[src/hw/reset_cause_pkg.sv]
// Constants for the reset cause and watchdog service block.
// Overview of operation
// Cause flags are read-only to software.
// Debug forced reset leaves all flags clear.
// Other write values force watchdog reset.
// 0x55 then 0xAA clears watchdog timer.
// Power-on sets bits 7 and 1 only.
// Active sources set flags at reset entry; the code captures levels sampled after release.
// Bit 6 marks external reset pin.
// Bit 5 marks watchdog timeout; select 0 blocks.
// Bit 4 marks illegal opcode reset.
// Bit 3 marks illegal address reset.
// Bit 2 marks reference clock loss.
// Bit 1 marks undervoltage or power-on.
// Window mode: service only in last quarter.
// Bit 0 always reads zero.
package reset_cause_pkg;
  localparam logic [11:0] cause_addr     = 12'h000;
  localparam logic [11:0] irq_stat_addr  = 12'h004;
  localparam logic [11:0] irq_mask_addr  = 12'h008;
  localparam logic [11:0] ctrl_addr      = 12'h00C;
  localparam logic [11:0] count_addr     = 12'h010;
  localparam logic [7:0]  key_first      = 8'h55;
  localparam logic [7:0]  key_second     = 8'hAA;
  localparam int          power_bit      = 7;
  localparam int          pin_bit        = 6;
  localparam int          wdog_bit       = 5;
  localparam int          opcode_bit     = 4;
  localparam int          addr_bit       = 3;
  localparam int          clock_bit      = 2;
  localparam int          volt_bit       = 1;
  localparam logic [7:0]  cause_reset    = 8'h82;
  localparam int          irq_watchdog   = 0;
  localparam int          irq_bad_write  = 1;
  localparam int          irq_width      = 2;
  localparam logic [1:0]  sel_off        = 2'h0;
  localparam logic [1:0]  capture_slot   = 2'h2;
  localparam logic [1:0]  settle_done    = 2'h3;
  localparam int          window_num     = 3;
  localparam int          window_den     = 4;
endpackage

[src/hw/reset_cause_status.sv]
// Reset cause register with watchdog service decoding and APB access.
`timescale 1ns/10ps
`default_nettype none
module reset_cause_status
  import reset_cause_pkg::*;
#(
  parameter int CNT_W = 20
) (
  input  wire logic             pclk,
  input  wire logic             presetn,
  input  wire logic             psel,
  input  wire logic             penable,
  input  wire logic             pwrite,
  input  wire logic [11:0]      paddr,
  input  wire logic [31:0]      pwdata,
  output logic      [31:0]      prdata,
  output logic                  pready,
  output logic                  pslverr,
  input  wire logic             power_on_cause,
  input  wire logic             pin_cause,
  input  wire logic             wdog_cause,
  input  wire logic             opcode_cause,
  input  wire logic             addr_cause,
  input  wire logic             clock_cause,
  input  wire logic             volt_cause,
  input  wire logic             debug_forced_reset_bit,
  input  wire logic [1:0]       watchdog_timeout_select,
  input  wire logic             watchdog_window_mode,
  input  wire logic [CNT_W-1:0] wdog_period,
  output logic                  wdog_clear,
  output logic                  wdog_reset_req,
  output logic                  irq
);
  logic [7:0] src_raw;
  logic [7:0] src_sync;
  logic       dbg_sync;
  assign src_raw = {power_on_cause, pin_cause, wdog_cause, opcode_cause,
                    addr_cause, clock_cause, volt_cause, 1'b0};
  sync_2ff #(.W(8)) u_src (.pclk(pclk), .presetn(presetn), .d(src_raw), .q(src_sync));
  sync_2ff #(.W(1)) u_dbg (.pclk(pclk), .presetn(presetn), .d(debug_forced_reset_bit), .q(dbg_sync));

  logic [7:0]       cause_reg, cause_next;
  logic             armed_reg, armed_next;
  logic [CNT_W-1:0] count_reg, count_next;
  logic [irq_width-1:0] stat_reg, stat_next, mask_reg, mask_next;
  logic [1:0]       settle_reg, settle_next;
  logic [31:0]      prdata_next;
  logic             clear_next, rst_next, irq_next;
  logic             wr, rd, wr_cause, enabled, early, ev_bad, ev_wd, capture;
  logic [7:0]       wbyte;
  logic [CNT_W+1:0] scaled_cnt, scaled_open;

  assign wr       = psel && penable && pwrite && pready;
  assign rd       = psel && penable && !pwrite && pready;
  assign wr_cause = wr && (paddr == cause_addr);
  assign wbyte    = pwdata[7:0];
  assign enabled  = (watchdog_timeout_select != sel_off);
  assign scaled_cnt  = {2'b00, count_reg} * (CNT_W+2)'(window_den);
  assign scaled_open = {2'b00, wdog_period} * (CNT_W+2)'(window_num);
  assign early    = watchdog_window_mode && (scaled_cnt < scaled_open);
  assign capture  = (settle_reg == capture_slot);

  always_comb begin
    cause_next  = cause_reg;
    armed_next  = armed_reg;
    count_next  = count_reg;
    stat_next   = stat_reg;
    mask_next   = mask_reg;
    settle_next = (settle_reg == settle_done) ? settle_reg : settle_reg + 2'h1;
    clear_next  = 1'b0;
    rst_next    = 1'b0;
    ev_bad      = 1'b0;
    ev_wd       = 1'b0;
    prdata_next = 32'h0000_0000;
    // Causes are captured once the synchronisers hold levels sampled after release.
    if (capture) begin
      if (dbg_sync) begin
        cause_next = 8'h00;
      end else if (src_sync[power_bit]) begin
        cause_next = cause_reset;
      end else begin
        cause_next = src_sync;
        cause_next[power_bit] = 1'b0;
        cause_next[wdog_bit] = src_sync[wdog_bit] && enabled;
      end
      cause_next[0] = 1'b0;
    end
    if (enabled) begin
      count_next = (count_reg >= wdog_period) ? count_reg : count_reg + 1'b1;
      if (count_reg >= wdog_period) begin
        ev_wd = 1'b1;
      end
    end else begin
      count_next = '0;
    end
    if (wr_cause && enabled) begin
      if (early) begin
        ev_bad = 1'b1;
      end else if (wbyte == key_first) begin
        armed_next = 1'b1;
      end else if (wbyte == key_second) begin
        if (armed_reg) begin
          clear_next = 1'b1;
          count_next = '0;
        end
        armed_next = 1'b0;
      end else begin
        ev_bad = 1'b1;
      end
    end
    rst_next = ev_bad || ev_wd;
    if (wr && paddr == irq_mask_addr) begin
      mask_next = pwdata[irq_width-1:0];
    end
    if (wr && paddr == irq_stat_addr) begin
      stat_next = stat_reg & ~pwdata[irq_width-1:0];
    end
    if (ev_wd) begin
      stat_next[irq_watchdog] = 1'b1;
    end
    if (ev_bad) begin
      stat_next[irq_bad_write] = 1'b1;
    end
    irq_next = |(stat_next & mask_next);
    if (psel && !penable && !pwrite) begin
      case (paddr)
        cause_addr:    prdata_next = {24'h000000, cause_reg};
        irq_stat_addr: prdata_next = {{(32-irq_width){1'b0}}, stat_reg};
        irq_mask_addr: prdata_next = {{(32-irq_width){1'b0}}, mask_reg};
        ctrl_addr:     prdata_next = {29'h0, watchdog_window_mode, watchdog_timeout_select};
        count_addr:    prdata_next = {{(32-CNT_W){1'b0}}, count_reg};
        default:       prdata_next = 32'h0000_0000;
      endcase
    end else if (!(psel && penable)) begin
      prdata_next = 32'h0000_0000;
    end else begin
      prdata_next = prdata;
    end
  end

  always_ff @(posedge pclk or negedge presetn) begin
    if (!presetn) begin
      cause_reg      <= 8'h00;
      armed_reg      <= 1'b0;
      count_reg      <= '0;
      stat_reg       <= '0;
      mask_reg       <= '0;
      settle_reg     <= 2'h0;
      prdata         <= 32'h0000_0000;
      pready         <= 1'b0;
      pslverr        <= 1'b0;
      wdog_clear     <= 1'b0;
      wdog_reset_req <= 1'b0;
      irq            <= 1'b0;
    end else begin
      cause_reg      <= cause_next;
      armed_reg      <= armed_next;
      count_reg      <= count_next;
      stat_reg       <= stat_next;
      mask_reg       <= mask_next;
      settle_reg     <= settle_next;
      prdata         <= prdata_next;
      pready         <= psel && !penable;
      pslverr        <= 1'b0;
      wdog_clear     <= clear_next;
      wdog_reset_req <= rst_next;
      irq            <= irq_next;
    end
  end

  property p_readonly;
    @(posedge pclk) disable iff (!presetn)
      ((settle_reg == settle_done) && ($past(settle_reg) == settle_done)) |-> $stable(cause_reg);
  endproperty
  a_readonly: assert property (p_readonly) else $error("cause changed after capture");

  property p_debug;
    @(posedge pclk) disable iff (!presetn)
      (capture && dbg_sync) |=> (cause_reg == 8'h00);
  endproperty
  a_debug: assert property (p_debug) else $error("debug reset left a flag set");

  property p_bad;
    @(posedge pclk) disable iff (!presetn)
      (wr_cause && enabled && wbyte != key_first && wbyte != key_second) |=> wdog_reset_req;
  endproperty
  a_bad: assert property (p_bad) else $error("bad write gave no reset");

  property p_service;
    @(posedge pclk) disable iff (!presetn)
      (wdog_clear) |-> $stable(cause_reg) ##0 (count_reg == '0);
  endproperty
  a_service: assert property (p_service) else $error("service did not clear timer");

  property p_power;
    @(posedge pclk) disable iff (!presetn)
      (capture && !dbg_sync && src_sync[power_bit]) |=> (cause_reg == cause_reset);
  endproperty
  a_power: assert property (p_power) else $error("power-on flags wrong");

  property p_pin;
    @(posedge pclk) disable iff (!presetn)
      (capture && !dbg_sync && !src_sync[power_bit]) |=> (cause_reg[pin_bit] == $past(src_sync[pin_bit]));
  endproperty
  a_pin: assert property (p_pin) else $error("pin flag wrong");

  property p_noreset_off;
    @(posedge pclk) disable iff (!presetn)
      (!enabled) [*2] |-> !wdog_reset_req;
  endproperty
  a_noreset_off: assert property (p_noreset_off) else $error("reset while watchdog off");

  property p_window;
    @(posedge pclk) disable iff (!presetn)
      (wr_cause && enabled && early) |=> wdog_reset_req && !wdog_clear;
  endproperty
  a_window: assert property (p_window) else $error("early write not punished");

  property p_bit0;
    @(posedge pclk) disable iff (!presetn) cause_reg[0] == 1'b0;
  endproperty
  a_bit0: assert property (p_bit0) else $error("bit 0 set");

  property p_key_clear;
    @(posedge pclk) disable iff (!presetn)
      (wr_cause && enabled && !early && (wbyte == key_second) && armed_reg) |=> wdog_clear;
  endproperty
  a_key_clear: assert property (p_key_clear) else $error("armed service gave no clear");

  property p_no_clear;
    @(posedge pclk) disable iff (!presetn)
      (wr_cause && (wbyte == key_second) && !armed_reg) |=> !wdog_clear;
  endproperty
  a_no_clear: assert property (p_no_clear) else $error("unarmed write cleared timer");

  property p_sources;
    @(posedge pclk) disable iff (!presetn)
      (capture && !dbg_sync && !src_sync[power_bit]) |=>
        (cause_reg[opcode_bit] == $past(src_sync[opcode_bit])) &&
        (cause_reg[addr_bit] == $past(src_sync[addr_bit])) &&
        (cause_reg[clock_bit] == $past(src_sync[clock_bit])) &&
        (cause_reg[volt_bit] == $past(src_sync[volt_bit]));
  endproperty
  a_sources: assert property (p_sources) else $error("source flags wrong");

  property p_wdog_flag;
    @(posedge pclk) disable iff (!presetn)
      (capture && !dbg_sync && !src_sync[power_bit] && !enabled) |=> !cause_reg[wdog_bit];
  endproperty
  a_wdog_flag: assert property (p_wdog_flag) else $error("watchdog flag set while off");

  property p_timeout;
    @(posedge pclk) disable iff (!presetn)
      (enabled && (count_reg >= wdog_period)) |=> wdog_reset_req;
  endproperty
  a_timeout: assert property (p_timeout) else $error("timeout gave no reset");

  property p_settle;
    @(posedge pclk) disable iff (!presetn)
      (settle_reg == settle_done) |=> (settle_reg == settle_done);
  endproperty
  a_settle: assert property (p_settle) else $error("capture counter restarted");

  property p_read_cause;
    @(posedge pclk) disable iff (!presetn)
      (psel && !penable && !pwrite && (paddr == cause_addr)) |=> (prdata == {24'h000000, $past(cause_reg)});
  endproperty
  a_read_cause: assert property (p_read_cause) else $error("cause read data wrong");

  property p_idle_data;
    @(posedge pclk) disable iff (!presetn)
      (!psel) |=> (prdata == 32'h0000_0000);
  endproperty
  a_idle_data: assert property (p_idle_data) else $error("read data not zero when idle");

  property p_ready;
    @(posedge pclk) disable iff (!presetn)
      (psel && !penable) |=> pready;
  endproperty
  a_ready: assert property (p_ready) else $error("no ready in access cycle");

  property p_irq;
    @(posedge pclk) disable iff (!presetn)
      irq == (|(stat_reg & mask_reg));
  endproperty
  a_irq: assert property (p_irq) else $error("interrupt level wrong");

  property p_stat_set;
    @(posedge pclk) disable iff (!presetn)
      ev_wd |=> stat_reg[irq_watchdog];
  endproperty
  a_stat_set: assert property (p_stat_set) else $error("timeout status not set");

  property p_bad_stat;
    @(posedge pclk) disable iff (!presetn)
      ev_bad |=> stat_reg[irq_bad_write];
  endproperty
  a_bad_stat: assert property (p_bad_stat) else $error("bad write status not set");

  c_service: cover property (@(posedge pclk) disable iff (!presetn) wdog_clear);
  c_bad: cover property (@(posedge pclk) disable iff (!presetn) ev_bad);
  c_irq: cover property (@(posedge pclk) disable iff (!presetn) irq);
  c_early: cover property (@(posedge pclk) disable iff (!presetn) wr_cause && early);
  c_timeout: cover property (@(posedge pclk) disable iff (!presetn) ev_wd);
endmodule
`default_nettype wire

[src/hw/sync_2ff.sv]
// Two-flip-flop synchroniser for a bus of asynchronous levels.
`timescale 1ns/10ps
`default_nettype none
module sync_2ff #(
  parameter int W = 1
) (
  input  wire logic         pclk,
  input  wire logic         presetn,
  input  wire logic [W-1:0] d,
  output var  logic [W-1:0] q
);
  logic [W-1:0] meta_reg;
  always_ff @(posedge pclk or negedge presetn) begin
    if (!presetn) begin
      meta_reg <= '0;
      q        <= '0;
    end else begin
      meta_reg <= d;
      q        <= meta_reg;
    end
  end
endmodule
`default_nettype wire

[config.mk]
export PLATFORM = sky130hd
export DESIGN_NAME = reset_cause_status
export DESIGN_NICKNAME = d
export VERILOG_FILES = /design/src/hw/reset_cause_pkg.sv /design/src/hw/reset_cause_status.sv /design/src/hw/sync_2ff.sv
export SDC_FILE = /design/constraint.sdc
export NUM_CORES = 1
export LEC_CHECK = 0
export BUFFER_PORTS_ARGS = -buffer_cell sky130_fd_sc_hd__buf_2
export CAP_MARGIN = 0
export CORE_AREA = 2 2 123 125
export DETAILED_ROUTE_END_ITERATION = 6
export DIE_AREA = 0 0 125 127
export SKIP_CTS_REPAIR_TIMING = 1
export SLEW_MARGIN = 20
export SYNTH_ARGS = -nofsm -noshare
export SYNTH_HDL_FRONTEND = slang
export SYNTH_SLANG_ARGS = --single-unit
export TNS_END_PERCENT = 100
[constraint.sdc]
create_clock -name pclk -period 3.1 [get_ports pclk]
set_input_delay 0.62 -clock pclk [delete_from_list [all_inputs] [get_ports pclk]]
set_output_delay 0.62 -clock pclk [all_outputs]
set_load 0.01 [all_outputs]
==> qor.csv <==
metric;value;unit
share of layout cells above drive strength 1;32.6;%
Final nets;818;
maximum clock insertion buffer count;2;
Critical Path RT;3.31;ns
Final Hold Fails;0;
CTS buffer count;9;
Worst-path clk slew;0.05;ns
power share of the clock group;39.2;%
fin util;47.0;%
Rows;44;
antenna violations before repair;0;
starting density of the core;34.7;%
drt first pass iters;4;
via count;4321;
Setup CP Type;in2reg;
number of max-cap violations;0;
vias in the first global route;4386;
synth warn;0;
Final ANT Viol Nets;0;
number of synthesized flops with an enable pin;0;
dpl ws;-1.22;ns
RR Startpoint;count_reg[0];
reg2reg path depth;11;
CTS tree;done;
most common cell after layout, fill and taps aside;dfrtp_1;
fin crit period;3.93;ns
die width;125;um
most frequent cells in the layout;dfrtp_1, buf_2, buf_4;
Hold Slack;0.346;ns
Rel. slew slack;51.1;%
status;finished with violations;
Max VDD drop;0.393;mV
Netlist cell types;56;
sequential group share of total power;37.6;%
Pins Over Slew Limit;0;
H-tree levels;3;
cell count after synthesis;519;
Root Buffer;clkbuf_16;
CP Capture Type;register;
Core ar.;0.0144;mm2
leakage power total;3.49;nW
first-pass GRT wire length;21100;um
Worst Tran Pin Value;0.733;ns
IO Pins;117;
worst-skew pair later-pin latency;0.33;ns
largest area contributor in the synthesized netlist;dfrtp_1;
Final Cycle Share;127;%
count of final setup violators;25;
synth top area cells;dfrtp_1, ha_1, xor2_1;
post-synthesis sequential area ratio;37.0;%
arrival time worst endpoint;4.14;ns
PwrDens;412;mW/mm2
global-route total usage across every layer;16.3;%
RSZ-0062 raised after global routing;yes;
worst r2r dst;count_reg[19];
DP HPWL;10100;um
WL/cell;14.8;um
failing checks;setup timing;
grt total ovfl;0;
Reg2Reg Setup Slack;0.30;ns
Hold Crit Class;reg2reg;
combinational fraction of design power;23.2;%
end point of the critical path;count_reg[9];
residual DRC count;0;
Worst Setup SP;wdog_period[3];
# fillers;1339;
crit start category;input pin;
Synth Flop Type;dfrtp_1;
FMAX;254;MHz
Sinks on Clock Net;74;
Die Y;127;um
largest net degree at the start of global routing;32;
area delta synth->final;35.5;%
Psw;0.000749;W
Initial DRC Count;232;
Port Buffers;79;
flops & latches, synth;74;
DIE AREA;0.0159;mm2
top cell type's share of synthesized area;37.0;%
GP Congestion;0.854;
antenna cells;0;
Final WS setup;-0.835;ns
Cell Int Power;0.00204;W
Sw Share;26.8;%
final WL;12700;um
Final Skew;0.00913;ns
post-synthesis cell area;0.00500;mm2
Post-Syn Area per Cell;9.64;um2
Synth async-reset ratio;100;%
worst-path maximum fanout;10;
Vias/cell;5.02;
==> layer usage <==
metal	vias to the layer above	GRT usage [%]	routed length (um)
met2	105	27.7	6210
met3	14	3.48	521
met1	2043	20.9	5830
li1	2159	-	-
met4	0	4.97	173
met5	-	0	0
==> synthesized netlist by cell type (2+ instances only) <==
cell type,instances
inv_1,32
a22o_1,14
o21a_1,2
dfrtp_1,74
nor2_1,42
a211o_1,2
and4_1,2
a31oi_1,2
and2_1,3
nand2_1,27
xor2_1,24
or3b_1,2
a211oi_1,4
buf_6,2
nand3b_1,2
nand2b_1,9
mux2_2,4
or4bb_1,2
or3_1,6
buf_4,13
a221o_1,2
mux2i_1,7
o211ai_1,2
nor3_1,9
a21o_1,22
buf_2,4
clkbuf_1,5
xnor2_1,12
nor4bb_1,2
nor3b_1,2
nand4_1,19
nor2b_1,6
or2_2,3
a21oi_1,31
nand3_1,16
o21ai_0,24
and3_1,4
ha_1,63
==> cell families (layout without fill, tap and decap cells) <==
logic type / count (synthesis) / after routing / share of synthesized area, %
buffers and inverters: 56 / 202 / 5.58
AO/OA/AOI/OAI: 116 / 116 / 15.3
adder cells (fa/ha/maj): 64 / 64 / 16.2
flip-flops: 74 / 74 / 37.0
multiplexers: 12 / 12 / 2.75
other: 1 / 13 / 0.0750
XOR/XNOR: 36 / 36 / 6.30
AND/OR/NAND/NOR: 160 / 160 / 16.8
==> final cells by class <==
cell class                      count  area [um2]  share of cell area [%]
Clock buffer                       10         239                    3.53
Sequential cell                    74        1850                    27.3
Tap cell                          184         230                    3.40
Inverter                           32         120                    1.77
Timing Repair Buffer              156        1080                    15.9
Multi-Input combinational cell    401        3180                    46.9
Clock inverter                      4        76.3                    1.13
==> worst min path at each step <==
stage | startpoint | endpoint | slack (ns) | cells after the start
CTS | u_src.meta_reg[5] | u_src.q[5] | 0.35 | 0
global route | u_src.meta_reg[4] | u_src.q[4] | 0.35 | 0
global placement | u_src.meta_reg[3] | u_src.q[3] | 0.33 | 0
floorplan | presetn | armed_reg | 0.32 | 0
finish | u_src.meta_reg[5] | u_src.q[5] | 0.35 | 0
detailed placement | u_src.meta_reg[3] | u_src.q[3] | 0.33 | 0
==> critical path: stages <==
cell and delay [ns]:
buf_8 0.11, ha_4 0.25, nor3_4 0.17, a211oi_2 0.08, a221o_1 0.33, a22o_1 0.22, a221oi_2 0.34, a211oi_2 0.11
nor2_1 0.13, xnor2_1 0.09, ha_1 0.30, nand4_1 0.14, or3_4 0.36, a211o_1 0.28, a21oi_2 0.18, a31o_4 0.22
clkbuf_16 0.17, nor2_1 0.04
==> power groups by stage <==
stage / combinational (W) / sequential, W / clock [W]
3_3_place_gp: 0.000590 / 0.00107 / 0
4_1_cts: 0.000615 / 0.00105 / 0.00112
3_5_place_dp: 0.000610 / 0.00107 / 0
5_1_grt: 0.000737 / 0.00106 / 0.00116
2_1_floorplan: 0.000378 / 0.00105 / 0
6_report: 0.000649 / 0.00105 / 0.00110
==> per-stage QoR <==
step / cells / total power, W / setup TNS, ns / cell area, um2
2_1_floorplan: 531 / 0.00143 / -15.15 / 5210
3_3_place_gp: 843 / 0.00166 / -26.72 / 6250
3_5_place_dp: 843 / 0.00168 / -29.17 / 6250
4_1_cts: 857 / 0.00278 / -21.02 / 6570
5_1_grt: 861 / 0.00295 / -23.27 / 6780
6_report: 861 / 0.00279 / -19.58 / 6780
Power figures use the tool's default switching activity.
